==> src/hdl/csh_pkg.sv <==
// Package for the command and status handshake block.
// Assumes a single 200 MHz clock domain and an AXI4-Lite register master.
package csh_pkg;
	// Register byte offsets
	localparam logic [7:0] CSH_OFF_CMD    = 8'h00;
	localparam logic [7:0] CSH_OFF_FLAGS  = 8'h04;
	localparam logic [7:0] CSH_OFF_SPEC   = 8'h08;
	localparam logic [7:0] CSH_OFF_OUTCM  = 8'h0C;
	localparam logic [7:0] CSH_OFF_IRQST  = 8'h10;
	localparam logic [7:0] CSH_OFF_IRQMSK = 8'h14;
	// Command word field positions
	localparam int CSH_CMD_START   = 0;
	localparam int CSH_CMD_CLRERR  = 1;
	localparam int CSH_CMD_DECSTOP = 2;
	localparam int CSH_CMD_PRGSTOP = 3;
	localparam int CSH_CMD_DEVCLR  = 4;
	// Outcome control word field positions
	localparam int CSH_OC_FAULT_START = 0;
	localparam int CSH_OC_FAULT_EXEC  = 1;
	localparam int CSH_OC_BUSY_HIGH   = 2;
	localparam int CSH_OC_DEV_REFUSE  = 3;
	localparam int CSH_OC_LEN_LSB     = 8;
	// Reset values
	localparam logic [31:0] CSH_RST_OUTCM  = 32'h0000_1000;
	localparam logic [31:0] CSH_RST_IRQMSK = 32'h0000_0000;
	// Timing: error clearing takes this long
	localparam int CSH_CLR_TIME_NS = 100;
	localparam int CSH_CLK_NS      = 5;
	localparam logic [7:0] CSH_CLR_CYC = 8'((CSH_CLR_TIME_NS + CSH_CLK_NS - 1) / CSH_CLK_NS);
	// AXI responses
	localparam logic [1:0] CSH_RESP_OKAY   = 2'h0;
	localparam logic [1:0] CSH_RESP_SLVERR = 2'h2;

	// Main function state, Gray along idle -> run -> done
	typedef enum logic [1:0] {
		CSH_IDLE = 2'b00,
		CSH_RUN  = 2'b01,
		CSH_DONE = 2'b11,
		CSH_REF  = 2'b10
	} csh_state_t;

	// Status flags of the main function
	typedef struct packed {
		logic ack;
		logic busy;
		logic invalid;
		logic done;
		logic error;
	} csh_flags_t;

	// Status flags of the special commands
	typedef struct packed {
		logic clearing;
		logic stop_done;
		logic prg_stopped;
		logic dev_invalid;
	} csh_spec_t;
endpackage

==> src/hdl/csh_top.sv <==
// Command bit / status flag handshake engine with AXI4-Lite registers.
// Assumes software acts as controller: writes command bits, polls flags.
//
// Design decisions made here: the AXI4-Lite interface to the registers and the register addresses.
`timescale 1ns/1ps
// How it works
// - Acknowledge flag rises once a rise of the start command bit has been noticed.
// - Busy flag stays high while the function is in progress.
// - Invalid flag rises when start fails due to fault or priority.
// - A higher priority command refuses the start via invalid.
// - Done flag rises when the process ends without fault.
// - Error flag rises on any fault at start or during execution.
// - Error clearing reports only through a clearing-in-progress flag.
// - Decelerate-stop reports through a stop-executed flag.
// - Program-halt reports through a program-stopped flag.
// - Counter clear reports only through an invalid flag on refusal.
// - Invalid stays high for as long as acknowledge stays high.
// - Exactly one of done or error rises at command end.
module csh_top
	import csh_pkg::*;
(
	input  wire logic        aclk,
	input  wire logic        aresetn,
	input  wire logic [7:0]  s_axi_awaddr,
	input  wire logic        s_axi_awvalid,
	output logic             s_axi_awready,
	input  wire logic [31:0] s_axi_wdata,
	input  wire logic [3:0]  s_axi_wstrb,
	input  wire logic        s_axi_wvalid,
	output logic             s_axi_wready,
	output logic [1:0]       s_axi_bresp,
	output logic             s_axi_bvalid,
	input  wire logic        s_axi_bready,
	input  wire logic [7:0]  s_axi_araddr,
	input  wire logic        s_axi_arvalid,
	output logic             s_axi_arready,
	output logic [31:0]      s_axi_rdata,
	output logic [1:0]       s_axi_rresp,
	output logic             s_axi_rvalid,
	input  wire logic        s_axi_rready,
	output logic             irq
);

	// Is this a mapped offset
	function automatic logic csh_mapped(input logic [7:0] a);
		return a == CSH_OFF_CMD || a == CSH_OFF_FLAGS || a == CSH_OFF_SPEC ||
			a == CSH_OFF_OUTCM || a == CSH_OFF_IRQST || a == CSH_OFF_IRQMSK;
	endfunction

	logic [7:0]  awaddr_q;
	logic        aw_have_q;
	logic [31:0] wdata_q;
	logic [3:0]  wstrb_q;
	logic        w_have_q;
	logic        wr_fire;
	logic        rd_fire;
	logic [4:0]  cmd_q;
	logic [31:0] outcm_q;
	logic [7:0]  irqmsk_q;
	logic [7:0]  irqst_q;
	logic [7:0]  irq_ev;
	csh_state_t  state_q;
	csh_flags_t  flg_q;
	csh_spec_t   spc_q;
	logic [7:0]  run_cnt_q;
	logic [7:0]  clr_cnt_q;
	logic        start_seen_q;
	logic        start_rise;
	logic        prio_block;
	logic        err_set;
	logic        dev_seen_q;
	logic        stop_seen_q;
	logic        prg_seen_q;

	// Write channels taken in either order, response follows both
	assign s_axi_awready = !aw_have_q && !s_axi_bvalid;
	assign s_axi_wready  = !w_have_q && !s_axi_bvalid;
	assign wr_fire       = aw_have_q && w_have_q && !s_axi_bvalid;

	always_ff @(posedge aclk) begin
		if (!aresetn) begin
			aw_have_q    <= 1'b0;
			w_have_q     <= 1'b0;
			awaddr_q     <= 8'h00;
			wdata_q      <= 32'h0000_0000;
			wstrb_q      <= 4'h0;
			s_axi_bvalid <= 1'b0;
			s_axi_bresp  <= CSH_RESP_OKAY;
		end else begin
			if (s_axi_awvalid && s_axi_awready) begin
				aw_have_q <= 1'b1;
				awaddr_q  <= s_axi_awaddr;
			end
			if (s_axi_wvalid && s_axi_wready) begin
				w_have_q <= 1'b1;
				wdata_q  <= s_axi_wdata;
				wstrb_q  <= s_axi_wstrb;
			end
			if (wr_fire) begin
				aw_have_q    <= 1'b0;
				w_have_q     <= 1'b0;
				s_axi_bvalid <= 1'b1;
				s_axi_bresp  <= csh_mapped(awaddr_q) ? CSH_RESP_OKAY : CSH_RESP_SLVERR;
			end else if (s_axi_bvalid && s_axi_bready) begin
				s_axi_bvalid <= 1'b0;
			end
		end
	end

	// Software-written control registers, low byte lane steers command bits
	always_ff @(posedge aclk) begin
		if (!aresetn) begin
			cmd_q    <= 5'h00;
			outcm_q  <= CSH_RST_OUTCM;
			irqmsk_q <= CSH_RST_IRQMSK[7:0];
		end else if (wr_fire) begin
			if (awaddr_q == CSH_OFF_CMD && wstrb_q[0])
				cmd_q <= wdata_q[4:0];
			if (awaddr_q == CSH_OFF_OUTCM) begin
				for (int i = 0; i < 4; i++)
					if (wstrb_q[i])
						outcm_q[i*8 +: 8] <= wdata_q[i*8 +: 8];
			end
			if (awaddr_q == CSH_OFF_IRQMSK && wstrb_q[0])
				irqmsk_q <= wdata_q[7:0];
		end
	end

	// A pending clear or stop outranks a normal start
	assign start_rise = cmd_q[CSH_CMD_START] && !start_seen_q;
	assign prio_block = cmd_q[CSH_CMD_CLRERR] || cmd_q[CSH_CMD_DECSTOP] || cmd_q[CSH_CMD_PRGSTOP];

	// A fault caught in the same cycle as the end of clearing must not be lost
	assign err_set = (state_q == CSH_IDLE && start_rise && outcm_q[CSH_OC_FAULT_START]) ||
		(state_q == CSH_RUN && (cmd_q[CSH_CMD_DECSTOP] || run_cnt_q == 8'h00) &&
		outcm_q[CSH_OC_FAULT_EXEC]);

	// Main function handshake: ack, busy, invalid, done, error
	always_ff @(posedge aclk) begin
		if (!aresetn) begin
			state_q      <= CSH_IDLE;
			flg_q        <= '0;
			run_cnt_q    <= 8'h00;
			start_seen_q <= 1'b0;
		end else begin
			start_seen_q <= cmd_q[CSH_CMD_START];
			case (state_q)
				CSH_IDLE: begin
					if (start_rise) begin
						flg_q.ack  <= 1'b1;
						flg_q.done <= 1'b0;
						if (prio_block || outcm_q[CSH_OC_FAULT_START] || flg_q.error) begin
							flg_q.invalid <= 1'b1;
							flg_q.error   <= flg_q.error || outcm_q[CSH_OC_FAULT_START];
							state_q       <= CSH_REF;
						end else begin
							flg_q.busy <= 1'b1;
							run_cnt_q  <= outcm_q[CSH_OC_LEN_LSB +: 8];
							state_q    <= CSH_RUN;
						end
					end
				end
				CSH_RUN: begin
					if (cmd_q[CSH_CMD_DECSTOP] || run_cnt_q == 8'h00) begin
						flg_q.busy <= outcm_q[CSH_OC_BUSY_HIGH] && !cmd_q[CSH_CMD_DECSTOP];
						flg_q.error <= outcm_q[CSH_OC_FAULT_EXEC];
						flg_q.done  <= !outcm_q[CSH_OC_FAULT_EXEC];
						state_q     <= CSH_DONE;
					end else begin
						run_cnt_q <= run_cnt_q - 8'h01;
					end
				end
				CSH_DONE: begin
					flg_q.busy <= 1'b0;
					if (!cmd_q[CSH_CMD_START]) begin
						flg_q.ack <= 1'b0;
						state_q   <= CSH_IDLE;
					end
				end
				CSH_REF: begin
					if (!cmd_q[CSH_CMD_START]) begin
						flg_q.ack     <= 1'b0;
						flg_q.invalid <= 1'b0;
						state_q       <= CSH_IDLE;
					end
				end
				default: state_q <= CSH_IDLE;
			endcase
			if (spc_q.clearing && clr_cnt_q == 8'h01 && !err_set)
				flg_q.error <= 1'b0;
		end
	end

	// Special commands report through their own single flag
	always_ff @(posedge aclk) begin
		if (!aresetn) begin
			spc_q       <= '0;
			clr_cnt_q   <= 8'h00;
			dev_seen_q  <= 1'b0;
			stop_seen_q <= 1'b0;
			prg_seen_q  <= 1'b0;
		end else begin
			dev_seen_q  <= cmd_q[CSH_CMD_DEVCLR];
			stop_seen_q <= cmd_q[CSH_CMD_DECSTOP];
			prg_seen_q  <= cmd_q[CSH_CMD_PRGSTOP];
			// Clearing runs a fixed time so software sees the busy window
			if (cmd_q[CSH_CMD_CLRERR] && !spc_q.clearing && clr_cnt_q == 8'h00) begin
				spc_q.clearing <= 1'b1;
				clr_cnt_q      <= CSH_CLR_CYC;
			end else if (spc_q.clearing) begin
				clr_cnt_q <= clr_cnt_q - 8'h01;
				if (clr_cnt_q == 8'h01)
					spc_q.clearing <= 1'b0;
			end
			if (cmd_q[CSH_CMD_DECSTOP] && !stop_seen_q)
				spc_q.stop_done <= 1'b1;
			else if (!cmd_q[CSH_CMD_DECSTOP])
				spc_q.stop_done <= 1'b0;
			if (cmd_q[CSH_CMD_PRGSTOP] && !prg_seen_q)
				spc_q.prg_stopped <= 1'b1;
			else if (!cmd_q[CSH_CMD_PRGSTOP])
				spc_q.prg_stopped <= 1'b0;
			// Refused while the axis is moving or forced by software
			if (cmd_q[CSH_CMD_DEVCLR] && !dev_seen_q)
				spc_q.dev_invalid <= outcm_q[CSH_OC_DEV_REFUSE] || flg_q.busy;
			else if (!cmd_q[CSH_CMD_DEVCLR])
				spc_q.dev_invalid <= 1'b0;
		end
	end

	// Sticky event bits; a read of the status clears, a new event wins
	assign irq_ev = {1'b0, spc_q.dev_invalid, spc_q.prg_stopped, spc_q.stop_done,
		flg_q.error, flg_q.done, flg_q.invalid, flg_q.ack};
	logic [7:0] irq_ev_q;
	logic       st_rd;
	assign st_rd = rd_fire && s_axi_araddr == CSH_OFF_IRQST;

	always_ff @(posedge aclk) begin
		if (!aresetn) begin
			irq_ev_q <= 8'h00;
			irqst_q  <= 8'h00;
			irq      <= 1'b0;
		end else begin
			irq_ev_q <= irq_ev;
			irqst_q  <= (st_rd ? 8'h00 : irqst_q) | (irq_ev & ~irq_ev_q);
			irq      <= |(((st_rd ? 8'h00 : irqst_q) | (irq_ev & ~irq_ev_q)) & irqmsk_q);
		end
	end

	// Read channel, one read at a time
	assign s_axi_arready = !s_axi_rvalid;
	assign rd_fire       = s_axi_arvalid && s_axi_arready;

	always_ff @(posedge aclk) begin
		if (!aresetn) begin
			s_axi_rvalid <= 1'b0;
			s_axi_rdata  <= 32'h0000_0000;
			s_axi_rresp  <= CSH_RESP_OKAY;
		end else if (rd_fire) begin
			s_axi_rvalid <= 1'b1;
			s_axi_rresp  <= csh_mapped(s_axi_araddr) ? CSH_RESP_OKAY : CSH_RESP_SLVERR;
			case (s_axi_araddr)
				CSH_OFF_CMD:    s_axi_rdata <= {27'h0, cmd_q};
				CSH_OFF_FLAGS:  s_axi_rdata <= {27'h0, flg_q};
				CSH_OFF_SPEC:   s_axi_rdata <= {28'h0, spc_q};
				CSH_OFF_OUTCM:  s_axi_rdata <= outcm_q;
				CSH_OFF_IRQST:  s_axi_rdata <= {24'h0, irqst_q};
				CSH_OFF_IRQMSK: s_axi_rdata <= {24'h0, irqmsk_q};
				default:        s_axi_rdata <= 32'h0000_0000;
			endcase
		end else if (s_axi_rvalid && s_axi_rready) begin
			s_axi_rvalid <= 1'b0;
		end
	end

	// Checks on the handshake
	ack_on_start_a: assert property (@(posedge aclk) disable iff (!aresetn)
		state_q == CSH_IDLE && start_rise |=> flg_q.ack) else $error("ack missing");
	busy_in_run_a: assert property (@(posedge aclk) disable iff (!aresetn)
		state_q == CSH_RUN |-> flg_q.busy) else $error("busy low in run");
	invalid_fault_a: assert property (@(posedge aclk) disable iff (!aresetn)
		state_q == CSH_IDLE && start_rise && outcm_q[CSH_OC_FAULT_START] |=> flg_q.invalid)
		else $error("no invalid on fault");
	invalid_prio_a: assert property (@(posedge aclk) disable iff (!aresetn)
		state_q == CSH_IDLE && start_rise && prio_block |=> flg_q.invalid && !flg_q.busy)
		else $error("priority not refused");
	invalid_with_ack_a: assert property (@(posedge aclk) disable iff (!aresetn)
		flg_q.invalid |-> flg_q.ack) else $error("invalid without ack");
	one_outcome_a: assert property (@(posedge aclk) disable iff (!aresetn)
		state_q == CSH_RUN ##1 state_q == CSH_DONE |-> flg_q.done != flg_q.error)
		else $error("outcome not unique");
	done_no_fault_a: assert property (@(posedge aclk) disable iff (!aresetn)
		$rose(flg_q.done) |-> !$past(outcm_q[CSH_OC_FAULT_EXEC])) else $error("done on fault");
	exec_fault_a: assert property (@(posedge aclk) disable iff (!aresetn)
		state_q == CSH_RUN && run_cnt_q == 8'h00 && outcm_q[CSH_OC_FAULT_EXEC] && !cmd_q[CSH_CMD_DECSTOP]
		|=> flg_q.error) else $error("fault not flagged");
	err_set_wins_a: assert property (@(posedge aclk) disable iff (!aresetn)
		err_set |=> flg_q.error) else $error("error set lost");
	clearing_len_a: assert property (@(posedge aclk) disable iff (!aresetn)
		$rose(spc_q.clearing) |-> spc_q.clearing [*8]) else $error("clearing too short");
	stop_flag_a: assert property (@(posedge aclk) disable iff (!aresetn)
		cmd_q[CSH_CMD_DECSTOP] && !stop_seen_q |=> spc_q.stop_done) else $error("stop not shown");
	prg_flag_a: assert property (@(posedge aclk) disable iff (!aresetn)
		cmd_q[CSH_CMD_PRGSTOP] && !prg_seen_q |=> spc_q.prg_stopped) else $error("halt not shown");
	dev_refuse_a: assert property (@(posedge aclk) disable iff (!aresetn)
		cmd_q[CSH_CMD_DEVCLR] && !dev_seen_q && outcm_q[CSH_OC_DEV_REFUSE] |=> spc_q.dev_invalid)
		else $error("refusal not shown");
	ack_drop_a: assert property (@(posedge aclk) disable iff (!aresetn)
		state_q == CSH_DONE && !cmd_q[CSH_CMD_START] |=> !flg_q.ack ##1 !flg_q.ack [*1])
		else $error("ack stuck");
	run_cv: cover property (@(posedge aclk) disable iff (!aresetn)
		state_q == CSH_RUN ##[1:300] flg_q.done);
	refuse_cv: cover property (@(posedge aclk) disable iff (!aresetn) $rose(flg_q.invalid));
	error_cv: cover property (@(posedge aclk) disable iff (!aresetn) $rose(flg_q.error));
	clear_cv: cover property (@(posedge aclk) disable iff (!aresetn) $fell(spc_q.clearing));
	stop_cv: cover property (@(posedge aclk) disable iff (!aresetn) $rose(spc_q.stop_done));
endmodule

==> config.mk <==
export PLATFORM = sky130hd
export DESIGN_NAME = csh_top
export DESIGN_NICKNAME = d
export VERILOG_FILES = /design/src/hdl/csh_pkg.sv /design/src/hdl/csh_top.sv
export SDC_FILE = /design/constraint.sdc
export NUM_CORES = 1
export LEC_CHECK = 0
export ABC_AREA = 1
export ABC_CLOCK_PERIOD_IN_PS = 2600
export BUFFER_PORTS_ARGS = -buffer_cell sky130_fd_sc_hd__buf_2
export CORE_UTILIZATION = 61
export DETAILED_ROUTE_END_ITERATION = 8
export PLACE_DENSITY = 0.81
export SLEW_MARGIN = 20
export SYNTH_ARGS = -nofsm -noshare
export SYNTH_HDL_FRONTEND = slang
export SYNTH_SLANG_ARGS = --single-unit
==> constraint.sdc <==
create_clock -name aclk -period 2.6 [get_ports aclk]
set_input_delay 0.26 -clock aclk [delete_from_list [all_inputs] [get_ports aclk]]
set_output_delay 0.26 -clock aclk [all_outputs]
set_load 0.02 [all_outputs]
==> flow_summary.toml <==
[placement]
pre_cts_slack_ps = 802
numPortBuffers = 98
placedCellCount = 1133
place_congestion = 0.903
hpwlAfterDp_um = 10700

[clock_tree]
clock_path_buffers = 2
cts.htree.levels = 4
cts_made_buffers = 17
cts_tree = "yes"
post_cts_buffers = 0
cts_resized = 0
cts_root_buf = "clkbuf_16"
cts.hold.buffers_added = 0
insertion_delay_ps = 420
clock_sink_count = 174
clkSlewWorstSetupHoldPaths_ps = 60

[critical_path]
required_ps = 2920
crit_arrival_ps = 2040
endpoint_kind = "flip-flop"
max_stage_delay_ps = 350
crit_type = "reg -> reg"
critPathLaunchType = "flip-flop"
crit_fanout = 15
cp_slowest_cell = "dfxtp_1"
path_cells = "inv_2, nand2_1, inv_2, nand2_1, nand2_2, inv_1, o21ai_0, nor2_1"

[yosys]
synth_async_sr_flop_share_pct = 0
ys_seq_area_share_pct = 49.0
synthCells = 929
yosys_warnings = 0
ys_types = 41
avgSynthCellArea_um2 = 7.66
synth-edff-count = 0
syn_area_um2 = 7110
ys.flop_type = "dfxtp_1"
synth-seq-cells = 174

[global_routing]
grt_pass1_vias = 5680
grt_pass1_wl_um = 26400
grt-ovfl-total = 0
grtUsageTotal_pct = 28.2
antenna_found_initial = 1
grt_start_max_net_pins = 135

[timing]
hold_viol_final = 0
max-slew-margin-rel_pct = 42.8
fin_crit_sh_pct = 66.5
fin_crit_ps = 1730
setup_slack_ps = 872
finClkSkew_ps = 6.30
rsz0062_at_grt = "false"
max_freq_mhz = 579
maxSlewViolCount = 0
setup_viol = 0
worstMarginPinSlew_ps = 857
fin_setup_tns_ps = 0

[power]
powerDensity_nw_per_um2 = 747
peakVddDrop_mv = 0.566
p_leak_uw = 0.00355

[finish]
final_util_pct = 71.9
nets = 1072
instances_no_fill = 1164
syn_to_final_growth_pct = 14.9
fill_cells = 921
layout-drive-gt1-share_pct = 17.3
antenna_cells = 0

[drt]
drt-initial-drc-count = 509
via_per_inst = 5.43
vias = 6319
dr.pass1.iters = 7
final_antenna_net_count = 0
drc = 0
wire_per_inst_um = 13.8
wl_um = 16000

[floorplanning]
die_w_um = 110
ios = 101
die_h_um = 110
rows = 39
dieArea_um2 = 12100
initial_core_util_pct = 62.6
fp.coreArea_um2 = 11400

[min_path]
hp-class = "in -> reg"

[run_status]
status = "finished clean"

[job]
cap_violations = 0
==> synth_stat cells, types with 6 or more instances <==
library cell,n,area share [%]
nor3_1,16,1.1
a21oi_2,6,0.74
nand3_1,25,1.8
inv_1,89,4.7
nand4_1,9,0.79
buf_6,8,1.3
o21ai_1,8,0.56
clkbuf_1,28,1.5
dfxtp_1,174,49
o21ai_0,124,8.7
nor2_1,99,5.2
or2_2,6,0.53
a21oi_1,114,8.0
nand2_1,156,8.2
==> flip-flops by register name, summed over array words and instances, names as in the netlist, 2 cells and up <==
| name | cells |
|---|---|
| irqst_q | 8 |
| outcm_q | 32 |
| irqmsk_q | 8 |
| irq_ev | 3 |
| wstrb_q | 4 |
| s_axi_rdata | 32 |
| clr_cnt_q | 8 |
| flg_q | 5 |
| wdata_q | 32 |
| irq_ev_q | 7 |
| awaddr_q | 8 |
| cmd_q | 5 |
| run_cnt_q | 8 |
| state_q | 2 |
==> critical path, delay by kind of cell (launching register included) <==
family / cells / cell delay (ps)
compound gates: 1 / 150
buf+inv: 3 / 420
flops: 1 / 350
simple gates: 4 / 700
==> per-stage QoR <==
| stage | total power (uW) | hold slack [ps] | instance area [um2] |
|---|---|---|---|
| floorplan | 3550 | 386 | 7120 |
| global placement | 3750 | 390 | 7620 |
| detailed placement | 3760 | 397 | 7620 |
| CTS | 6140 | 80.1 | 8170 |
| global route | 6400 | 95.8 | 8170 |
| finish | 6110 | 89.7 | 8170 |
==> final cells by class <==
class / count / area (um2) / share of cell area [%]
flip-flops and latches: 174 / 3480 / 42.6
clock buffers: 19 / 443 / 5.42
clock inverters: 12 / 111 / 1.36
multi-input cells: 617 / 3050 / 37.3
well taps: 143 / 179 / 2.19
inverters: 94 / 353 / 4.32
repair buffers: 105 / 558 / 6.83
==> path summary, 6_finish.rpt <==
| path | start | end | slack [ps] | cells after the start |
|---|---|---|---|---|
| max | state_q[1] | run_cnt_q[7] | 870 | 8 |
| min | s_axi_wdata[29] | wdata_q[29] | 90 | 3 |
| max reg2reg | state_q[1] | run_cnt_q[7] | 870 | 8 |
| min reg2reg | stop_seen_q | irq_ev[4] | 410 | 1 |
==> kinds of logic after synthesis <==
group	after synthesis	share of synthesized area [%]
XOR/XNOR	7	0.862
flip-flops	174	49.0
AND/OR/NAND/NOR	332	20.8
AO/OA/AOI/OAI	272	20.3
buffers and inverters	139	8.37
adder cells (fa/ha/maj)	4	0.704
other	1	0.0527
==> where the power goes <==
group / internal, uW / total, uW / switching, uW
clock: 1350 / 2390 / 1040
sequential: 2810 / 2890 / 84.0
combinational: 288 / 823 / 535
total: 4450 / 6110 / 1660
==> cells in the final DEF (no fill, tap or decap), types with 3 or more instances in the layout <==
cell type and count:
a211oi_1 5, a21oi_1 114, a21oi_2 6, buf_2 97, buf_4 7, clkbuf_16 17
clkinv_2 4, dfxtp_1 174, ha_1 4, inv_1 89, inv_2 5, inv_6 3
nand2_1 155, nand2_2 4, nand3_1 25, nand4_1 9, nor2_1 99, nor2_4 6
nor3_1 16, nor3_4 3, o21ai_0 124, o21ai_1 8, o22ai_1 3, or2_2 6
xnor2_1 4, xor2_1 3
==> metal layers <==
| layer | part of all wire [%] | global-route usage [%] |
|---|---|---|
| met1 | 46 | 37.8 |
| met2 | 45 | 43.8 |
| met3 | 6.8 | 7.11 |
| met4 | 1.8 | 10.5 |
| met5 | 0 | 0 |
(Power assumes the default switching activity.)
